===== src/sps_pkg.sv =====
// constants, register map and types of the serial port status flag block
package sps_pkg;

	// register map, byte addresses on the 3-bit register port
	localparam logic [2:0] ADDR_STATUS = 3'h0;
	localparam logic [2:0] ADDR_CTRL2  = 3'h1;
	localparam logic [2:0] ADDR_CTRL3  = 3'h2;
	localparam logic [2:0] ADDR_DATA   = 3'h3;
	localparam logic [2:0] ADDR_CTRL1  = 3'h4;

	// status register bit positions
	localparam int ST_TX_EMPTY  = 7;
	localparam int ST_TX_DONE   = 6;
	localparam int ST_RX_FULL   = 5;
	localparam int ST_IDLE      = 4;
	localparam int ST_OVERRUN   = 3;
	localparam int ST_NOISE     = 2;
	localparam int ST_FRAMING   = 1;
	localparam int ST_PARITY    = 0;

	// control bit positions
	localparam int C1_NINE_BIT  = 4;
	localparam int C1_IDLE_TYPE = 2;
	localparam int C1_PAR_EN    = 1;
	localparam int C1_PAR_ODD   = 0;
	localparam int C2_TX_EN     = 3;
	localparam int C2_BREAK     = 0;
	localparam int C3_RX_BIT8   = 7;
	localparam int C3_TX_BIT8   = 6;

	// reset values
	localparam logic [7:0] CTRL_RESET   = 8'h00;
	localparam logic [7:0] STATUS_RESET = 8'hC0;

	// receiver timing: 16 samples per bit time
	localparam int CLK_HZ      = 100_000_000;
	localparam int BAUD_RATE   = 115_200;
	localparam int OVERSAMPLE  = 16;
	localparam int OS_DIV      = CLK_HZ / (BAUD_RATE * OVERSAMPLE);
	localparam logic [3:0] PH_START_FIRST = 4'h4;
	localparam logic [3:0] PH_START_LAST  = 4'hA;
	localparam logic [3:0] PH_VOTE_FIRST  = 4'h7;
	localparam logic [3:0] PH_VOTE_LAST   = 4'h9;
	localparam logic [3:0] PH_LAST        = 4'hF;

	// character length in bit times, start and stop included
	localparam logic [3:0] CHAR_BITS_8 = 4'hA;
	localparam logic [3:0] CHAR_BITS_9 = 4'hB;

	typedef enum logic [1:0] {
		RX_IDLE  = 2'b00,
		RX_START = 2'b01,
		RX_DATA  = 2'b10,
		RX_STOP  = 2'b11
	} sps_rx_state_t;

endpackage : sps_pkg


===== src/sps_status_flags.sv =====
// serial port status flags with a small receiver and transmit handshakes
//
// Behaviour
// - status register is read only; writes never change a flag.
// - transmit buffer empty sets at reset and when buffer moves to shifter.
// - status read with buffer empty set, then data write, clears it.
// - transmit complete sets at reset and when buffer empty and line idle.
// - after status read, data write, enable rise or break write clears it.
// - receive full sets when a character enters the receive data register.
// - eight-bit mode: status read then data read clears receive full.
// - nine-bit mode: both data and control three reads needed to clear.
// - idle sets after activity when line high for ten or eleven bits.
// - idle type zero counts high bits from just after the start bit.
// - idle type one counts high bits only after the stop bit.
// - idle clears by status then data read; sets once per received character.
// - overrun sets when a character arrives unread; new character discarded.
// - status read then data read clears overrun.
// - seven start samples, three per bit; disagreement sets noise with full.
// - status read then data read clears noise.
// - framing error sets with receive full when stop bit samples low.
// - status read then data read clears framing error.
// - parity error sets with receive full when enabled parity mismatches.
// - status read then data read clears parity error.
// - nine-bit select gives nine data bits, extra bit above the data MSB.
module sps_status_flags (
	input  wire logic       i_clk,      // 100 MHz system clock
	input  wire logic       i_reset_n,  // asynchronous reset, active low
	input  wire logic [2:0] i_addr,     // register address
	input  wire logic [7:0] i_wdata,    // register write data
	input  wire logic       i_wr,       // write strobe
	input  wire logic       i_rd,       // read strobe
	output logic      [7:0] o_rdata_q,  // read data, cycle after strobe
	input  wire logic       i_rxd,      // receive line from remote device
	input  wire logic       i_tx_load,  // buffer moved into shifter, pulse
	input  wire logic       i_tx_busy,  // data, preamble or break on line
	output logic      [7:0] o_tx_data,  // transmit buffer contents
	output logic            o_tx_bit8,  // ninth transmit bit
	output logic            o_tx_write, // buffer written, pulse
	output logic            o_tx_enable,// transmitter enable
	output logic            o_send_break,// break queue control
	output logic            o_preamble  // preamble queued, pulse
);

	function automatic logic hit(input logic [2:0] a, input logic [2:0] t);
		return a == t;
	endfunction : hit

	// register port decode
	logic st_rd, d_rd, c3_rd, d_wr, c1_wr, c2_wr, c3_wr;
	assign st_rd = i_rd & hit(i_addr, sps_pkg::ADDR_STATUS);
	assign d_rd  = i_rd & hit(i_addr, sps_pkg::ADDR_DATA);
	assign c3_rd = i_rd & hit(i_addr, sps_pkg::ADDR_CTRL3);
	assign d_wr  = i_wr & hit(i_addr, sps_pkg::ADDR_DATA);
	assign c1_wr = i_wr & hit(i_addr, sps_pkg::ADDR_CTRL1);
	assign c2_wr = i_wr & hit(i_addr, sps_pkg::ADDR_CTRL2);
	assign c3_wr = i_wr & hit(i_addr, sps_pkg::ADDR_CTRL3);

	logic [7:0] ctrl1_q;
	logic [7:0] ctrl2_q;
	logic       tx_bit8_q;
	logic       nine_bit;
	logic       te_rise;
	logic       brk_one;
	assign nine_bit = ctrl1_q[sps_pkg::C1_NINE_BIT];
	assign te_rise  = c2_wr & i_wdata[sps_pkg::C2_TX_EN]
		& ~ctrl2_q[sps_pkg::C2_TX_EN];
	assign brk_one  = c2_wr & i_wdata[sps_pkg::C2_BREAK];

	// control registers; the status address has no storage at all
	always_ff @(posedge i_clk or negedge i_reset_n) begin
		if (!i_reset_n) begin
			ctrl1_q   <= sps_pkg::CTRL_RESET;
			ctrl2_q   <= sps_pkg::CTRL_RESET;
			tx_bit8_q <= 1'b0;
		end else begin
			if (c1_wr) ctrl1_q <= i_wdata;
			if (c2_wr) ctrl2_q <= i_wdata;
			if (c3_wr) tx_bit8_q <= i_wdata[sps_pkg::C3_TX_BIT8];
		end
	end

	assign o_tx_enable  = ctrl2_q[sps_pkg::C2_TX_EN];
	assign o_send_break = ctrl2_q[sps_pkg::C2_BREAK];
	assign o_tx_bit8    = tx_bit8_q;

	// transmit side strobes toward the shifter
	always_ff @(posedge i_clk or negedge i_reset_n) begin
		if (!i_reset_n) begin
			o_tx_data  <= 8'h00;
			o_tx_write <= 1'b0;
			o_preamble <= 1'b0;
		end else begin
			o_tx_write <= d_wr;
			o_preamble <= te_rise;
			if (d_wr) o_tx_data <= i_wdata;
		end
	end

	// receive line synchroniser, idles high
	logic rxd_meta_q, rxd_q;
	always_ff @(posedge i_clk or negedge i_reset_n) begin
		if (!i_reset_n) begin
			rxd_meta_q <= 1'b1;
			rxd_q      <= 1'b1;
		end else begin
			rxd_meta_q <= i_rxd;
			rxd_q      <= rxd_meta_q;
		end
	end

	// sample tick divider
	logic [7:0] div_q;
	logic       os_tick;
	assign os_tick = div_q == 8'(sps_pkg::OS_DIV - 1);
	always_ff @(posedge i_clk or negedge i_reset_n) begin
		if (!i_reset_n) div_q <= 8'h00;
		else if (os_tick) div_q <= 8'h00;
		else div_q <= div_q + 8'h01;
	end

	// receiver sampling state
	sps_pkg::sps_rx_state_t state_q;
	logic [3:0] phase_q;
	logic [2:0] ones_q, nsamp_q;
	logic [3:0] bitn_q;
	logic [8:0] shift_q;
	logic       noise_q;
	logic       in_win, bit_end, bit_val, bit_noisy;
	logic [3:0] ndata;
	logic [3:0] char_bits;
	logic [8:0] shift_nx;

	// start bit takes a wider window so seven samples land in it
	assign in_win = (state_q == sps_pkg::RX_START)
		? (phase_q >= sps_pkg::PH_START_FIRST
			&& phase_q <= sps_pkg::PH_START_LAST)
		: (phase_q >= sps_pkg::PH_VOTE_FIRST
			&& phase_q <= sps_pkg::PH_VOTE_LAST);
	assign bit_end   = os_tick && state_q != sps_pkg::RX_IDLE
		&& phase_q == sps_pkg::PH_LAST;
	assign bit_val   = {ones_q, 1'b0} > {1'b0, nsamp_q};
	assign bit_noisy = ones_q != 3'h0 && ones_q != nsamp_q;
	assign ndata     = nine_bit ? 4'h9 : 4'h8;
	assign char_bits = nine_bit ? sps_pkg::CHAR_BITS_9
		: sps_pkg::CHAR_BITS_8;
	assign shift_nx  = {bit_val, shift_q[8:1]};

	// character delivered to the flag logic, one cycle pulse
	logic       char_done_q, char_nf_q, char_fe_q, char_pf_q;
	logic [8:0] char_data_q;

	always_ff @(posedge i_clk or negedge i_reset_n) begin
		if (!i_reset_n) begin
			state_q <= sps_pkg::RX_IDLE;
			phase_q <= 4'h0;
			ones_q  <= 3'h0;
			nsamp_q <= 3'h0;
			bitn_q  <= 4'h0;
			shift_q <= 9'h000;
			noise_q <= 1'b0;
		end else if (os_tick) begin
			phase_q <= phase_q + 4'h1;
			if (state_q != sps_pkg::RX_IDLE && in_win) begin
				nsamp_q <= nsamp_q + 3'h1;
				ones_q  <= ones_q + {2'b00, rxd_q};
			end
			unique case (state_q)
				sps_pkg::RX_IDLE: begin
					if (!rxd_q) begin
						state_q <= sps_pkg::RX_START;
						phase_q <= 4'h0;
						noise_q <= 1'b0;
						shift_q <= 9'h000;
					end
				end
				sps_pkg::RX_START: begin
					// a start bit voted high was a glitch
					if (bit_end) state_q <= bit_val
						? sps_pkg::RX_IDLE : sps_pkg::RX_DATA;
					if (bit_end) bitn_q <= 4'h0;
				end
				sps_pkg::RX_DATA: begin
					if (bit_end) begin
						shift_q <= shift_nx;
						bitn_q  <= bitn_q + 4'h1;
						if (bitn_q == ndata - 4'h1) state_q <= sps_pkg::RX_STOP;
					end
				end
				sps_pkg::RX_STOP: begin
					if (bit_end) state_q <= sps_pkg::RX_IDLE;
				end
			endcase
			if (bit_end) begin
				ones_q  <= 3'h0;
				nsamp_q <= 3'h0;
				noise_q <= noise_q | bit_noisy;
			end
		end
	end

	// frame result; parity bit is the last character bit when enabled
	always_ff @(posedge i_clk or negedge i_reset_n) begin
		if (!i_reset_n) begin
			char_done_q <= 1'b0;
			char_nf_q   <= 1'b0;
			char_fe_q   <= 1'b0;
			char_pf_q   <= 1'b0;
			char_data_q <= 9'h000;
		end else begin
			char_done_q <= bit_end && state_q == sps_pkg::RX_STOP;
			if (bit_end && state_q == sps_pkg::RX_STOP) begin
				char_nf_q   <= noise_q | bit_noisy;
				char_fe_q   <= ~bit_val;
				char_pf_q   <= ctrl1_q[sps_pkg::C1_PAR_EN]
					&& ((^shift_q) != ctrl1_q[sps_pkg::C1_PAR_ODD]);
				char_data_q <= nine_bit ? shift_q
					: {1'b0, shift_q[8:1]};
			end
		end
	end

	// idle line bit counter; saturates at one character time
	logic [3:0] idle_cnt_q;
	logic       idle_bit;
	logic       idle_clr;
	assign idle_bit = (state_q == sps_pkg::RX_IDLE)
		? (os_tick && phase_q == sps_pkg::PH_LAST && rxd_q)
		: (bit_end && state_q != sps_pkg::RX_START && bit_val
			&& !ctrl1_q[sps_pkg::C1_IDLE_TYPE]);
	// type one throws away every in-frame bit, stop bit included
	assign idle_clr = bit_end && (state_q == sps_pkg::RX_START
		|| !bit_val || ctrl1_q[sps_pkg::C1_IDLE_TYPE]);
	always_ff @(posedge i_clk or negedge i_reset_n) begin
		if (!i_reset_n) idle_cnt_q <= 4'h0;
		else if (idle_clr) idle_cnt_q <= 4'h0;
		else if (idle_bit && idle_cnt_q < char_bits)
			idle_cnt_q <= idle_cnt_q + 4'h1;
	end

	// status flags and the read-then-access clearing
	logic       tx_empty_q, tx_done_q, rx_full_q, idle_q;
	logic       overrun_q, noise_f_q, framing_q, parity_q;
	logic [7:0] status;
	logic [7:0] arm_q;
	logic       seen_data_q, seen_c3_q;
	logic       idle_allow_q;
	logic       tx_req_q;
	logic       req_now, char_load, rx_clear, idle_set, tx_done_set;
	logic [8:0] rx_data_q;

	assign status = {tx_empty_q, tx_done_q, rx_full_q, idle_q,
		overrun_q, noise_f_q, framing_q, parity_q};
	assign req_now   = d_wr | te_rise | brk_one;
	assign char_load = char_done_q & ~rx_full_q;
	assign rx_clear  = nine_bit
		? ((d_rd & (seen_c3_q | c3_rd)) | (c3_rd & seen_data_q))
		: d_rd;
	assign idle_set  = idle_allow_q && idle_cnt_q >= char_bits;
	// a queued request holds off the idle test until the shifter reacts
	assign tx_done_set = tx_empty_q & ~i_tx_busy & ~tx_req_q & ~req_now;

	// flags seen set by the last status read; dropped once a flag clears
	always_ff @(posedge i_clk or negedge i_reset_n) begin
		if (!i_reset_n) begin
			arm_q       <= 8'h00;
			seen_data_q <= 1'b0;
			seen_c3_q   <= 1'b0;
		end else if (st_rd) begin
			arm_q       <= status;
			seen_data_q <= 1'b0;
			seen_c3_q   <= 1'b0;
		end else begin
			arm_q       <= arm_q & status;
			seen_data_q <= seen_data_q | d_rd;
			seen_c3_q   <= seen_c3_q | c3_rd;
		end
	end

	// transmit flags; a set in the clearing cycle wins
	always_ff @(posedge i_clk or negedge i_reset_n) begin
		if (!i_reset_n) begin
			tx_empty_q <= sps_pkg::STATUS_RESET[sps_pkg::ST_TX_EMPTY];
			tx_done_q  <= sps_pkg::STATUS_RESET[sps_pkg::ST_TX_DONE];
			tx_req_q   <= 1'b0;
		end else begin
			tx_empty_q <= i_tx_load | (tx_empty_q
				& ~(d_wr & arm_q[sps_pkg::ST_TX_EMPTY]));
			tx_done_q  <= tx_done_set | (tx_done_q
				& ~(req_now & arm_q[sps_pkg::ST_TX_DONE]));
			if (req_now) tx_req_q <= 1'b1;
			else if (i_tx_busy) tx_req_q <= 1'b0;
		end
	end

	// receive flags; overrun keeps the old character and its errors
	always_ff @(posedge i_clk or negedge i_reset_n) begin
		if (!i_reset_n) begin
			rx_full_q <= 1'b0;
			overrun_q <= 1'b0;
			noise_f_q <= 1'b0;
			framing_q <= 1'b0;
			parity_q  <= 1'b0;
			rx_data_q <= 9'h000;
		end else begin
			rx_full_q <= char_load | (rx_full_q
				& ~(rx_clear & arm_q[sps_pkg::ST_RX_FULL]));
			overrun_q <= (char_done_q & rx_full_q) | (overrun_q
				& ~(d_rd & arm_q[sps_pkg::ST_OVERRUN]));
			noise_f_q <= (char_load & char_nf_q) | (noise_f_q
				& ~(d_rd & arm_q[sps_pkg::ST_NOISE]));
			framing_q <= (char_load & char_fe_q) | (framing_q
				& ~(d_rd & arm_q[sps_pkg::ST_FRAMING]));
			parity_q  <= (char_load & char_pf_q) | (parity_q
				& ~(d_rd & arm_q[sps_pkg::ST_PARITY]));
			if (char_load) rx_data_q <= char_data_q;
		end
	end

	// idle flag; only a fresh character re-arms it
	always_ff @(posedge i_clk or negedge i_reset_n) begin
		if (!i_reset_n) begin
			idle_q       <= 1'b0;
			idle_allow_q <= 1'b0;
		end else begin
			idle_q <= idle_set | (idle_q
				& ~(d_rd & arm_q[sps_pkg::ST_IDLE]));
			if (char_load) idle_allow_q <= 1'b1;
			else if (idle_set) idle_allow_q <= 1'b0;
		end
	end

	// read data for one cycle only; writes to status land nowhere
	always_ff @(posedge i_clk or negedge i_reset_n) begin
		if (!i_reset_n) o_rdata_q <= 8'h00;
		else if (!i_rd) o_rdata_q <= 8'h00;
		else if (hit(i_addr, sps_pkg::ADDR_STATUS)) o_rdata_q <= status;
		else if (hit(i_addr, sps_pkg::ADDR_DATA)) o_rdata_q <= rx_data_q[7:0];
		else if (hit(i_addr, sps_pkg::ADDR_CTRL3))
			o_rdata_q <= {rx_data_q[8], tx_bit8_q, 6'b00_0000};
		else if (hit(i_addr, sps_pkg::ADDR_CTRL2)) o_rdata_q <= ctrl2_q;
		else if (hit(i_addr, sps_pkg::ADDR_CTRL1)) o_rdata_q <= ctrl1_q;
		else o_rdata_q <= 8'h00;
	end

	// checks
	status_ro_a: assert property (@(posedge i_clk) disable iff (!i_reset_n)
		(i_wr && hit(i_addr, sps_pkg::ADDR_STATUS) && !char_done_q)
		|=> status[5:0] == $past(status[5:0]) || $past(idle_set))
		else $error("status write changed a receive flag");
	tx_empty_set_a: assert property (@(posedge i_clk)
		disable iff (!i_reset_n) i_tx_load |=> tx_empty_q)
		else $error("buffer empty not set after load");
	tx_empty_clr_a: assert property (@(posedge i_clk)
		disable iff (!i_reset_n) (st_rd && tx_empty_q && !i_tx_load) ##1
		(!i_tx_load && !st_rd)[*2] ##0 (d_wr && !i_tx_load) |=> !tx_empty_q)
		else $error("buffer empty not cleared by armed data write");
	tx_done_set_a: assert property (@(posedge i_clk)
		disable iff (!i_reset_n)
		(tx_empty_q && !i_tx_busy && !tx_req_q && !req_now) |=> tx_done_q)
		else $error("transmit complete not set while idle");
	tx_done_clr_a: assert property (@(posedge i_clk)
		disable iff (!i_reset_n) (arm_q[sps_pkg::ST_TX_DONE]
		&& (te_rise || brk_one) && !st_rd) |=> !tx_done_q)
		else $error("transmit complete survived enable rise or break");
	rx_full_set_a: assert property (@(posedge i_clk)
		disable iff (!i_reset_n) char_load |=> rx_full_q
		&& rx_data_q == $past(char_data_q))
		else $error("character not loaded with receive full");
	rx_clr8_a: assert property (@(posedge i_clk) disable iff (!i_reset_n)
		(!nine_bit && d_rd && arm_q[sps_pkg::ST_RX_FULL] && !char_load)
		|=> !rx_full_q)
		else $error("receive full not cleared in eight-bit mode");
	rx_hold9_a: assert property (@(posedge i_clk) disable iff (!i_reset_n)
		(nine_bit && d_rd && !seen_c3_q && rx_full_q) |=> rx_full_q)
		else $error("receive full cleared without control three read");
	overrun_keep_a: assert property (@(posedge i_clk)
		disable iff (!i_reset_n) (char_done_q && rx_full_q) |=> overrun_q
		&& rx_data_q == $past(rx_data_q))
		else $error("overrun lost or old character replaced");
	idle_once_a: assert property (@(posedge i_clk) disable iff (!i_reset_n)
		(!idle_allow_q && !idle_q) |=> !idle_q)
		else $error("idle set again without a new character");
	noise_with_full_a: assert property (@(posedge i_clk)
		disable iff (!i_reset_n)
		$rose(noise_f_q) |-> $rose(rx_full_q))
		else $error("noise set apart from receive full");
	arm_survive_a: assert property (@(posedge i_clk)
		disable iff (!i_reset_n) (i_rd && rx_full_q
		&& !arm_q[sps_pkg::ST_RX_FULL]) |=> rx_full_q)
		else $error("unseen receive full flag cleared");

endmodule : sps_status_flags


===== config.mk =====
export PLATFORM = sky130hd
export DESIGN_NAME = sps_status_flags
export DESIGN_NICKNAME = d
export VERILOG_FILES = /design/src/sps_pkg.sv /design/src/sps_status_flags.sv
export SDC_FILE = /design/constraint.sdc
export NUM_CORES = 1
export LEC_CHECK = 0
export BUFFER_PORTS_ARGS = -buffer_cell sky130_fd_sc_hd__buf_2
export CELL_PAD_IN_SITES_DETAIL_PLACEMENT = 1
export CELL_PAD_IN_SITES_GLOBAL_PLACEMENT = 2
export CORE_AREA = 2 2 108 131
export DETAILED_ROUTE_END_ITERATION = 12
export DIE_AREA = 0 0 110 133
export GPL_TIMING_DRIVEN = 1
export HOLD_SLACK_MARGIN = 0.03
export PLACE_DENSITY_LB_ADDON = 0.1
export SLEW_MARGIN = 30
export SYNTH_ARGS = -nofsm -noshare
export SYNTH_HDL_FRONTEND = slang
export SYNTH_SLANG_ARGS = --single-unit

===== constraint.sdc =====
create_clock -name i_clk -period 2.66 [get_ports i_clk]
set_input_delay 0.133 -clock i_clk [delete_from_list [all_inputs] [get_ports i_clk]]
set_output_delay 0.133 -clock i_clk [all_outputs]
set_load 0.02 [all_outputs]

## Word level (Yosys, flattened, before mapping)

Cells that the tools add are included.

| storage, ports and cells | value |
|---|---|
| register bits after elaboration | 117 |
| latch bits | 0 |
| bits in writable memories | 0 |
| bits in read-only memories | 0 |
| bits of input ports | 18 |
| output and inout port bits | 21 |
| word-level logic and storage cells | 216 |
| memories | 0 |

| operators by class | value |
|---|---|
| $add $sub $neg | 7 |
| multiply operators | 0 |
| divide/modulo/power cells | 0 |
| order comparisons | 7 |
| equality and inequality tests | 19 |
| shift operators | 0 |
| mux-type cells | 44 |
| bitwise gates (word level) | 65 |
| reduce and logical (&&, ||, !) cells | 37 |

Operator list:

| operator | number |
|---|---|
| $mux 8 | 8 |
| $and 1x1->1 | 36 |
| $mux 9 | 3 |
| $mux 4 | 6 |
| $pmux 9 s2 | 1 |
| $logic_and 1x1->1 | 16 |
| $reduce_bool 2->1 | 8 |
| $mux 1 | 14 |
| $not 1->1 | 14 |
| $or 1x1->1 | 14 |
| $add 4x1->4 const B | 3 |
| $mux 2 | 6 |
| $mux 3 | 4 |
| $ne 2x2->1 const B | 5 |
| $reduce_xor 9->1 | 1 |
| $add 8x1->8 const B | 1 |
| $and 8x8->8 | 1 |
| $eq 8x6->1 const B | 1 |
| $ge 4x3->1 const B | 2 |
| $le 4x4->1 const B | 2 |
| $pmux 2 s4 | 1 |
| $pmux 4 s2 | 1 |
| $reduce_and 4->1 | 2 |
| $eq 3x2->1 const B | 2 |
| other kinds (23) | 27 |

## Depth between registers and ports, before layout

Gate-level depths: netlist of the first run.

| logic depth | value |
|---|---|
| depth in word-level cells | 10 |
| depth in mapped cells | 8 |
| mapped depth without buffers | 7 |

## Worst setup path before layout of the first run

No wires, ideal clock.

| timing path | value |
|---|---|
| path type | reg2reg |
| from | reg phase_q[0] |
| to | reg nsamp_q[0] |
| library setup time | 125 ps |
| arrival | 1587 ps |
| data required time | 2535 ps |
| slack | 948 ps |
| stages on the path, launching flop included | 8 |
| path buffers | 0 |
| period minus slack after synthesis | 1712 ps |
| cells stage by stage | dfrtp_1 > inv_1 > ha_1 > o21ai_0 > o22ai_1 > a22o_1 > and2_1 > mux2_2 |

| on the way | value |
|---|---|
| cells in the longest elaborated chain, start to end | 6 |
| elaborated cells on any way between the ends | 13 |
| classes of those cells | order compare: 4; eq/ne: 1; mux: 2; reduce/logical: 6 |

RTL lines:

| item | RTL line | RTL |
|---|---|---|
| start, declared | sps_status_flags.sv:123 | `logic [3:0] phase_q;` |
| start signal, assigned | sps_status_flags.sv:162 | `phase_q <= phase_q + 4'h1;` |
| $ge 4x3->1 (tied with other cells) | sps_status_flags.sv:137 | `: (phase_q >= sps_pkg::PH_VOTE_FIRST` |
| $logic_and 1x1->1, on equally long branches | sps_status_flags.sv:138, sps_status_flags.sv:136 |  |
| $mux 1 | sps_status_flags.sv:135 | `? (phase_q >= sps_pkg::PH_START_FIRST` |
| $logic_and 1x1->1 | sps_status_flags.sv:163 | `if (state_q != sps_pkg::RX_IDLE && in_win) begin` |
| $reduce_bool 2->1 (no source line) | - |  |
| $reduce_and 2->1 (no source line) | - |  |
| end signal, assigned | sps_status_flags.sv:164 | `nsamp_q <= nsamp_q + 3'h1;` |
| end, declared | sps_status_flags.sv:124 | `logic [2:0] ones_q, nsamp_q;` |

Parallel ways exist; a longest one is shown, timed or not.
A chain may end at the register's enable or synchronous reset.

## Final worst setup path of the first run

| timing path | value |
|---|---|
| from | reg state_q[0] |
| to | reg nsamp_q[0] |

| on the way | value |
|---|---|
| cells in the longest elaborated chain, start to end | 5 |
| elaborated cells on any way between the ends | 9 |
| classes of those cells | eq/ne: 1; mux: 2; reduce/logical: 6 |

RTL lines:

| item | RTL line | RTL |
|---|---|---|
| start, declared | sps_status_flags.sv:122 | `sps_pkg::sps_rx_state_t state_q;` |
| start signal, assigned | sps_status_flags.sv:154 | `state_q <= sps_pkg::RX_IDLE;` |
| start signal, assigned | sps_status_flags.sv:170 | `state_q <= sps_pkg::RX_START;` |
| start signal, assigned | sps_status_flags.sv:178 | `if (bit_end) state_q <= bit_val` |
| $eq 2x1->1 / $reduce_bool 2->1 (equally long branches) | sps_status_flags.sv:134, sps_status_flags.sv:139, sps_status_flags.sv:163 |  |
| $mux 1 / $logic_and 1x1->1 (equally long branches) | sps_status_flags.sv:135, sps_status_flags.sv:139 |  |
| $logic_and 1x1->1, on equally long branches | sps_status_flags.sv:163, sps_status_flags.sv:140 |  |
| $reduce_bool 2->1 (no source line) | - |  |
| $reduce_and 2->1 (no source line) | - |  |

Parallel ways exist; a longest one is shown, timed or not.

==> impl_metrics.env, run 1 <==
export IMPL_status="completed"
export IMPL_coreArea_um2=13500
export IMPL_drv_cap=0
export IMPL_synth_edf_count=0
export IMPL_clock_latency_ps=420
export IMPL_rsz0062_at_grt="false"
export IMPL_ir_drop_mv=0.442
export IMPL_placed_cells=732
export IMPL_dr_pass1_iters=4
export IMPL_vias=4111
export IMPL_ios=39
export IMPL_setup_viol=0
export IMPL_yosys_area_top_type="dfrtp_1"
export IMPL_routed_via_density=5.29
export IMPL_p_total_mw=4.78
export IMPL_synthArstFlopShare=1.00
export IMPL_die_area_um2=14600
export IMPL_fill_cells=1492
export IMPL_start_util=0.409
export IMPL_drive_gt1_frac=0.193
export IMPL_drt_antenna_violating_nets=0
export IMPL_grt_antenna_before_repair=0
export IMPL_post_route_min_period_ps=1950
export IMPL_holdCritPathClass="in -> async"
export IMPL_ys_top_cells_by_area="dfrtp_1, mux2_2, nand2_1, o21ai_0, mux2i_1"
export IMPL_synth_area_um2=5510
export IMPL_io_buffer_count=38
export IMPL_wl_per_cell_um=17.4
export IMPL_clk_path_buf_depth=2
export IMPL_ys_ff_latch=117
export IMPL_power_density_nw_per_um2=718
export IMPL_cp_end_kind="flop"
export IMPL_grt_max_degree=44
export IMPL_startpoint_type="flop"
export IMPL_antenna_cells=0
export IMPL_leakagePower_nw=3.06
export IMPL_worst_pin_slew_ps=751
export IMPL_crit_type="reg -> reg"
export IMPL_finalHoldViolCount=0
export IMPL_die_h_um=133
export IMPL_final_period_utilization=0.733
export IMPL_max_slew_margin_rel=0.493
export IMPL_seq_area_frac_synth=0.532
export IMPL_finClkSkew_ps=7.10
export IMPL_clkSinkCount=117
export IMPL_wl_met2_mm=7.15
export IMPL_tns_ps=0
export IMPL_slew_viol_final=0
export IMPL_nNetsFinal=624
export IMPL_met1_length_mm=5.78
export IMPL_cts_root_buffer="clkbuf_16"
export IMPL_clock_fmax_ghz=0.513
export IMPL_drc=0
export IMPL_arrival_ps=2250
export IMPL_r2r_cells=5
export IMPL_area_delta_synth_final_pct=20.7
export IMPL_syn_nets=568
export IMPL_place_gp_congestion=0.829
export IMPL_yosys_cell_count_top_type="dfrtp_1"
export IMPL_synth_top_cell_area_share=0.513
export IMPL_synth_cell_types=54
export IMPL_numCtsBuffers=17
export IMPL_whs_ps=169
export IMPL_synth_common_cells="dfrtp_1, nand2_1, o21ai_0"
export IMPL_critPathMaxFanout=15
export IMPL_cts_clk_slew_worst_paths_ps=50
export IMPL_syn_avg_cell_area_um2=10.3
export IMPL_required_ps=2960
export IMPL_postRouteWirelength_mm=13.5
export IMPL_overflow=0
export IMPL_cts_resized=0
export IMPL_yosysWarnings=0
export IMPL_die_x_um=110
export IMPL_drtIter0Drc=154
export IMPL_syn_instance_count=537
export IMPL_synth_ff_type="dfrtp_1"
export IMPL_dp_hpwl_mm=9.61
export IMPL_num_rows=47
export IMPL_met3WireLength_um=352
export IMPL_grt_pass1_wl_mm=22.9
export IMPL_final_instance_count_excl_fill=777
export IMPL_grt_pass1_vias=4403
export IMPL_grtUsageTotal=0.207
export IMPL_top_layer="met4"
export IMPL_cts_max_level=4
export IMPL_cts_tree="built"
==> path summary, 6_finish.rpt <==
path                             from            to  slack, ps
max                        state_q[0]    nsamp_q[0]        710
min                         i_reset_n  o_tx_data[7]        170
max reg2reg                state_q[0]    nsamp_q[0]        710
min reg2reg                rxd_meta_q         rxd_q        350
max in group asynchronous   i_reset_n    shift_q[7]       1780
min in group i_clk          i_addr[1]     rx_full_q        190
==> routing by layer <==
layer,up-vias,global-route usage
li1,1982,-
met5,-,0
met2,39,0.362
met1,2074,0.244
met3,16,0.0507
met4,0,0.0689
==> cell type report <==
type,count,area [um^2],area share
multi-input combinational,382,2420,0.364
sequential,117,2930,0.441
inverter,13,48.8,0.00733
clock inverter,9,150,0.0226
tap,171,214,0.0321
timing repair buffer,62,418,0.0628
clock buffer,23,468,0.0703
==> layout by cell type, fill, tap and decap left out, types with 3 or more instances in the layout <==
| master | Yosys | layout |
|---|---|---|
| and4_1 | 3 | 3 |
| o21a_1 | 9 | 9 |
| o21ai_0 | 52 | 52 |
| nor2b_1 | 8 | 8 |
| a22o_1 | 8 | 8 |
| clkbuf_16 | 0 | 17 |
| mux2_2 | 29 | 29 |
| nand4_1 | 5 | 5 |
| clkinv_2 | 0 | 3 |
| xnor2_1 | 9 | 9 |
| nand2_1 | 83 | 83 |
| o31ai_1 | 3 | 3 |
| buf_4 | 1 | 11 |
| nor2_1 | 38 | 38 |
| dfstp_2 | 4 | 4 |
| nand2b_1 | 3 | 3 |
| dlygate4sd3_1 | 0 | 13 |
| a21oi_1 | 21 | 21 |
| or3_1 | 3 | 3 |
| inv_1 | 12 | 12 |
| and2_1 | 10 | 10 |
| clkbuf_1 | 14 | 4 |
| buf_2 | 8 | 37 |
| mux2i_1 | 18 | 18 |
| dfrtp_1 | 113 | 113 |
| bufinv_16 | 0 | 4 |
| xor2_1 | 5 | 5 |
| a31oi_1 | 8 | 8 |
| nor3_1 | 4 | 4 |
| nand3_1 | 20 | 20 |
| ha_1 | 13 | 13 |
==> registers in the layout, summed over array words and instances (netlist names), 3 cells and up, named ones only <==
| register | cells |
|---|---|
| o_rdata_q | 8 |
| o_tx_data | 8 |
| arm_q | 8 |
| ones_q | 3 |
| nsamp_q | 3 |
| rx_data_q | 9 |
| bitn_q | 4 |
| char_data_q | 9 |
| div_q | 8 |
| ctrl2_q | 8 |
| phase_q | 4 |
| idle_cnt_q | 4 |
| shift_q | 9 |
| ctrl1_q | 8 |
==> critical path, stage by stage, from the launching register on <==
cell,delay (ps)
dfrtp_1,650
inv_1,200
nor2_1,220
a22o_1,270
o21ai_0,180
mux2_2,310
==> cell families (layout without fill, tap and decap cells) <==
logic type | count (synthesis) | in the layout | synth area share
AND/OR/NAND/NOR | 192 | 192 | 0.167
flip-flops | 117 | 117 | 0.532
AO/OA/AOI/OAI | 115 | 115 | 0.125
multiplexers | 47 | 47 | 0.0919
buffers and inverters | 38 | 107 | 0.0284
XOR/XNOR | 15 | 15 | 0.0263
adder cells (fa/ha/maj) | 13 | 13 | 0.0295
==> stage by stage <==
step,worst slack (ps),utilization,instance area (um^2)
after floorplan,948,-,5510
after global placement,784,0.439,5910
after detailed placement,665,0.439,5910
after CTS,697,0.494,6660
after global routing,490,0.494,6660
final,711,0.494,6660
==> power breakdown <==
group	internal (mW)	leakage, nW	switching [mW]
Clock	1.61	0.297	0.786
Sequential	1.90	1.55	0.0746
Combinational	0.175	1.21	0.236
Total	3.68	3.06	1.10
==> what timing repair did <==
item | 4_1_cts | 5_1_grt
hold endpoints to repair | 95 | 0
hold buffers | 13 | 0
setup buffers | 0 | 0
(Power assumes the default switching activity.)
==> run 2: changes to the inputs <==
Settings changed: CORE_AREA 2 2 108 131 to 2 2 112 136, DIE_AREA 0 0 110 133 to 0 0 114 138.
Clock period 2.66 ns to 1.91 ns, I/O delays scaled along.
==> impl_metrics.env, run 2 (synthesis gave the netlist of run 1 again) <==
export IMPL_combPwrFrac=0.084
export IMPL_area_delta_synth_final_pct=25.2
export IMPL_most_common_layout_cells="dfrtp_1, nand2_1, o21ai_0, nor2_1, buf_2"
export IMPL_ios=39
export IMPL_final_period_utilization=0.955
export IMPL_max_slew_margin_rel=0.623
export IMPL_nNetsFinal=647
export IMPL_cts_tree="built"
export IMPL_status="completed"
export IMPL_placed_cells=759
export IMPL_place_gp_congestion=0.840
export IMPL_p_sw_mw=1.54
export IMPL_dr_pass1_iters=5
export IMPL_finalHoldViolCount=0
export IMPL_clkSinkCount=117
export IMPL_drive_gt1_frac=0.228
export IMPL_critPathMaxFanout=5
export IMPL_p_total_mw=6.92
export IMPL_power_density_nw_per_um2=1000
export IMPL_worst_pin_slew_ps=558
export IMPL_slew_viol_final=0
export IMPL_leakagePower_nw=3.20
export IMPL_overflow=0
export IMPL_numCtsBuffers=17
export IMPL_vias=4188
export IMPL_drt_antenna_violating_nets=0
export IMPL_utilization=0.473
export IMPL_setup_viol=0
export IMPL_start_util=0.378
export IMPL_grt_antenna_before_repair=0
export IMPL_holdCritPathClass="in -> async"
export IMPL_cp_end_kind="flop"
export IMPL_clock_fmax_ghz=0.548
export IMPL_placed_area_um2=6080
export IMPL_required_ps=2210
export IMPL_drv_cap=0
export IMPL_switching_share=0.222
export IMPL_wl_per_cell_um=17.4
export IMPL_place_ws_ps=-50.8
export IMPL_clk_path_buf_depth=2
export IMPL_startpoint_type="flop"
export IMPL_crit_start="phase_q[1]"
export IMPL_die_h_um=138
export IMPL_ir_drop_mv=0.555
export IMPL_die_area_um2=15700
export IMPL_p_int_mw=5.39
export IMPL_dp_hpwl_mm=10.2
export IMPL_io_buffer_count=38
export IMPL_crit_type="reg -> reg"
export IMPL_final_instance_count_excl_fill=805
export IMPL_final_common_cell="dfrtp_1"
export IMPL_setup_slack_ps=86.0
export IMPL_drtIter0Drc=149
export IMPL_post_route_min_period_ps=1820
export IMPL_grtUsageTotal=0.195
export IMPL_p_clk_frac=0.518
export IMPL_routed_via_density=5.20
export IMPL_largest_registers="char_data_q: 9 flops, rx_data_q: 9 flops, shift_q: 9 flops"
export IMPL_grt_pass1_wl_mm=23.7
export IMPL_whs_ps=159
export IMPL_finClkSkew_ps=4.69
export IMPL_grt_pass1_vias=4599
export IMPL_rr_startpoint="phase_q[1]"
export IMPL_cts_clk_slew_worst_paths_ps=50
export IMPL_p_seq_frac=0.398
export IMPL_coreArea_um2=14600
export IMPL_grt_max_degree=51
export IMPL_die_x_um=114
export IMPL_postRouteWirelength_mm=14.0
export IMPL_clock_latency_ps=410
export IMPL_antenna_cells=0
export IMPL_cts_max_level=4
export IMPL_cts_root_buffer="clkbuf_16"
export IMPL_arrival_ps=2120
export IMPL_num_rows=49
export IMPL_design_area_um2=6910
export IMPL_tns_ps=0
export IMPL_drc=0
[run 2: changes by cell type in the layout (fill, tap and decap cells not counted), sizes merged]
cell and delta:
buf +23, bufinv +2, clkinv -2, clkbuf -2
[run 2: what timing repair did]
| item | in CTS | in global routing |
|---|---|---|
| endpoints found under the hold margin | 147 | 0 |
| hold buffers | 13 | 0 |
| gates resized for setup | 2 | 3 |
| setup endpoints to repair | 2 | 14 |
| pin swaps | 0 | 0 |
| setup buffers | 0 | 3 |
[run 2: critical path, stage by stage (launching register included)]
cell and delay, ps:
dfrtp_1 390, inv_1 90, ha_1 190, o21ai_1 180
o22ai_1 120, a22o_1 300, and2_4 180, mux2_2 260
[run 2: final timing paths]
check	end	slack [ps]	depth (start not counted)
worst max-delay path	nsamp_q[0]	90	7
worst min-delay path	o_tx_data[7]	160	2
worst max register to register	nsamp_q[0]	90	7
worst min register to register	rxd_q	350	0
max in group asynchronous	rxd_meta_q	1120	3
min in group i_clk	o_tx_bit8	200	4
[run 2: per-layer routing]
metal | track usage | up-vias | wire length [um]
met2 | 0.352 | 53 | 7670
met5 | 0 | - | 0
met4 | 0.0866 | 0 | 365
met3 | 0.0359 | 24 | 303
met1 | 0.221 | 2083 | 5700
li1 | - | 2028 | -
[run 2: area by class of cell]
type / count / area (um^2)
clock buffer: 21 / 460
clock inverter: 9 / 200
fill: 1622 / 7690
inverter: 13 / 48.8
multi-input combinational: 382 / 2440
sequential: 117 / 2930
tap: 178 / 223
timing repair buffer: 85 / 603
[run 2: power groups by stage]
stage,clock [mW],combinational [mW],sequential (mW)
after floorplan,0,0.273,2.83
after global placement,0,0.554,2.79
after detailed placement,0,0.568,2.81
after CTS,3.66,0.592,2.76
after global routing,3.77,0.643,2.78
final,3.59,0.579,2.76
==> run 3: changes to the inputs <==
Settings changed: RECOVER_POWER set to 25.
==> impl_metrics.env, run 3 (synthesis gave the netlist of run 1 again) <==
export IMPL_status="completed"
export IMPL_cpMaxStageDelayCell="dfrtp_1"
export IMPL_die_x_um=114
export IMPL_numCtsBuffers=17
export IMPL_area_delta_synth_final_pct=25.0
export IMPL_cpLargestDelayFamily="compound AO/OA/AOI/OAI gates"
export IMPL_largest_registers="char_data_q: 9 flops, rx_data_q: 9 flops, shift_q: 9 flops"
export IMPL_dp_hpwl_mm=10.2
export IMPL_ios=39
export IMPL_ir_drop_mv=0.555
export IMPL_nNetsFinal=647
export IMPL_p_int_mw=5.38
export IMPL_num_rows=49
export IMPL_crit_type="reg -> reg"
export IMPL_crit_path_cell_trace="inv_1, ha_1, o21ai_1, o22ai_1, a22o_1, and2_4, mux2_2"
export IMPL_fill_cells=1624
export IMPL_cts_tree="built"
export IMPL_routed_via_density=5.20
export IMPL_coreArea_um2=14600
export IMPL_drt_antenna_violating_nets=0
export IMPL_die_h_um=138
export IMPL_slowest_delay_ps=390
export IMPL_cp_end_kind="flop"
export IMPL_max_slew_margin_rel=0.465
export IMPL_most_common_layout_cells="dfrtp_1, nand2_1, o21ai_0, nor2_1, buf_2"
export IMPL_arrival_ps=2120
export IMPL_grtUsageTotal=0.195
export IMPL_drc=0
export IMPL_p_clk_frac=0.518
export IMPL_antenna_cells=0
export IMPL_switching_share=0.222
export IMPL_utilization=0.472
export IMPL_dr_pass1_iters=5
export IMPL_power_density_nw_per_um2=1000
export IMPL_cts_max_level=4
export IMPL_grt_max_degree=51
export IMPL_grt_util_met3=0.0359
export IMPL_reg2reg_slack_ps=90
export IMPL_cts_root_buffer="clkbuf_16"
export IMPL_use_met1=0.221
export IMPL_leakagePower_nw=3.20
export IMPL_grt_use_met2=0.352
export IMPL_rr_startpoint="phase_q[1]"
export IMPL_grt_pass1_vias=4599
export IMPL_p_sw_mw=1.54
export IMPL_wl_per_cell_um=17.4
export IMPL_placed_area_um2=6080
export IMPL_min_from="i_wr"
export IMPL_grt_antenna_before_repair=0
export IMPL_p_seq_frac=0.399
export IMPL_slew_viol_final=0
export IMPL_clock_fmax_ghz=0.548
export IMPL_required_ps=2210
export IMPL_die_area_um2=15700
export IMPL_combPwrFrac=0.083
export IMPL_busiest_layer="met2"
export IMPL_clkSinkCount=117
export IMPL_postRouteWirelength_mm=14.0
export IMPL_path_buf_inv=1
export IMPL_clk_path_buf_depth=2
export IMPL_drtIter0Drc=158
export IMPL_place_gp_congestion=0.840
export IMPL_post_route_min_period_ps=1820
export IMPL_whs_ps=199
export IMPL_setup_slack_ps=86.0
export IMPL_drv_cap=0
export IMPL_finClkSkew_ps=4.71
export IMPL_vias=4184
export IMPL_critPathMaxFanout=5
export IMPL_cts_clk_slew_worst_paths_ps=50
export IMPL_overflow=0
export IMPL_holdCritPathClass="in -> reg"
export IMPL_startpoint_type="flop"
export IMPL_grt_pass1_wl_mm=23.7
export IMPL_drive_gt1_frac=0.228
export IMPL_design_area_um2=6890
export IMPL_setup_viol=0
export IMPL_crit_start="phase_q[1]"
export IMPL_io_buffer_count=38
export IMPL_place_ws_ps=-50.8
export IMPL_worst_pin_slew_ps=803
export IMPL_final_common_cell="dfrtp_1"
export IMPL_start_util=0.378
export IMPL_clock_latency_ps=410
export IMPL_finalHoldViolCount=0
export IMPL_final_period_utilization=0.955
==> run 3: changes by cell type in the layout (fill, tap and decap cells not counted), sizes merged <==
cell / delta
buf: -2
clkbuf: +2
==> run 3: stage by stage <==
| step | cells | setup TNS (ps) | total power [mW] |
|---|---|---|---|
| after floorplan | 537 | 0 | 3.10 |
| after global placement | 759 | 0 | 3.35 |
| after detailed placement | 759 | -90.4 | 3.37 |
| after CTS | 802 | 0 | 7.02 |
| after global routing | 805 | -5.97 | 7.19 |
| final | 805 | 0 | 6.92 |
==> run 3: layer usage <==
layer | vias to the layer above | part of all wire
li1 | 2027 | -
met3 | 24 | 0.022
met5 | - | 0
met2 | 53 | 0.55
met4 | 0 | 0.026
met1 | 2080 | 0.41
==> run 3: path summary, 6_finish.rpt <==
| path | to | depth (start not counted) |
|---|---|---|
| max | nsamp_q[0] | 7 |
| min | o_tx_bit8 | 4 |
| max reg2reg | nsamp_q[0] | 7 |
| min reg2reg | rxd_q | 0 |
| max in group asynchronous | shift_q[7] | 3 |
| min in group asynchronous | o_tx_data[7] | 2 |
==> run 3: layout make-up <==
class / instances / area [um^2] / share of cell area
sequential: 117 / 2930 / 0.426
clock buffer: 21 / 460 / 0.0668
inverter: 13 / 48.8 / 0.00708
timing repair buffer: 85 / 588 / 0.0853
tap: 178 / 223 / 0.0323
multi-input combinational: 382 / 2440 / 0.354
clock inverter: 9 / 200 / 0.0291
==> run 3: power by group through the flow <==
stage          registers [mW]  clock network (mW)  logic, mW
3_3_place_gp             2.79                   0      0.554
4_1_cts                  2.76                3.66      0.592
6_report                 2.76                3.59      0.574
5_1_grt                  2.78                3.77      0.639
3_5_place_dp             2.81                   0      0.568
2_1_floorplan            2.83                   0      0.273
==> run 3: worst min-delay path, cell delays in order <==
cell      delay [ps]
buf_2            110
nand2b_1         100
nor3b_1           60
mux2_2           210
==> run 3: timing repair <==
action	CTS	global route
endpoints found under the setup margin	2	14
resized for setup	2	3
buffers inserted	0	3
hold endpoints to repair	147	0
hold buffers	13	0
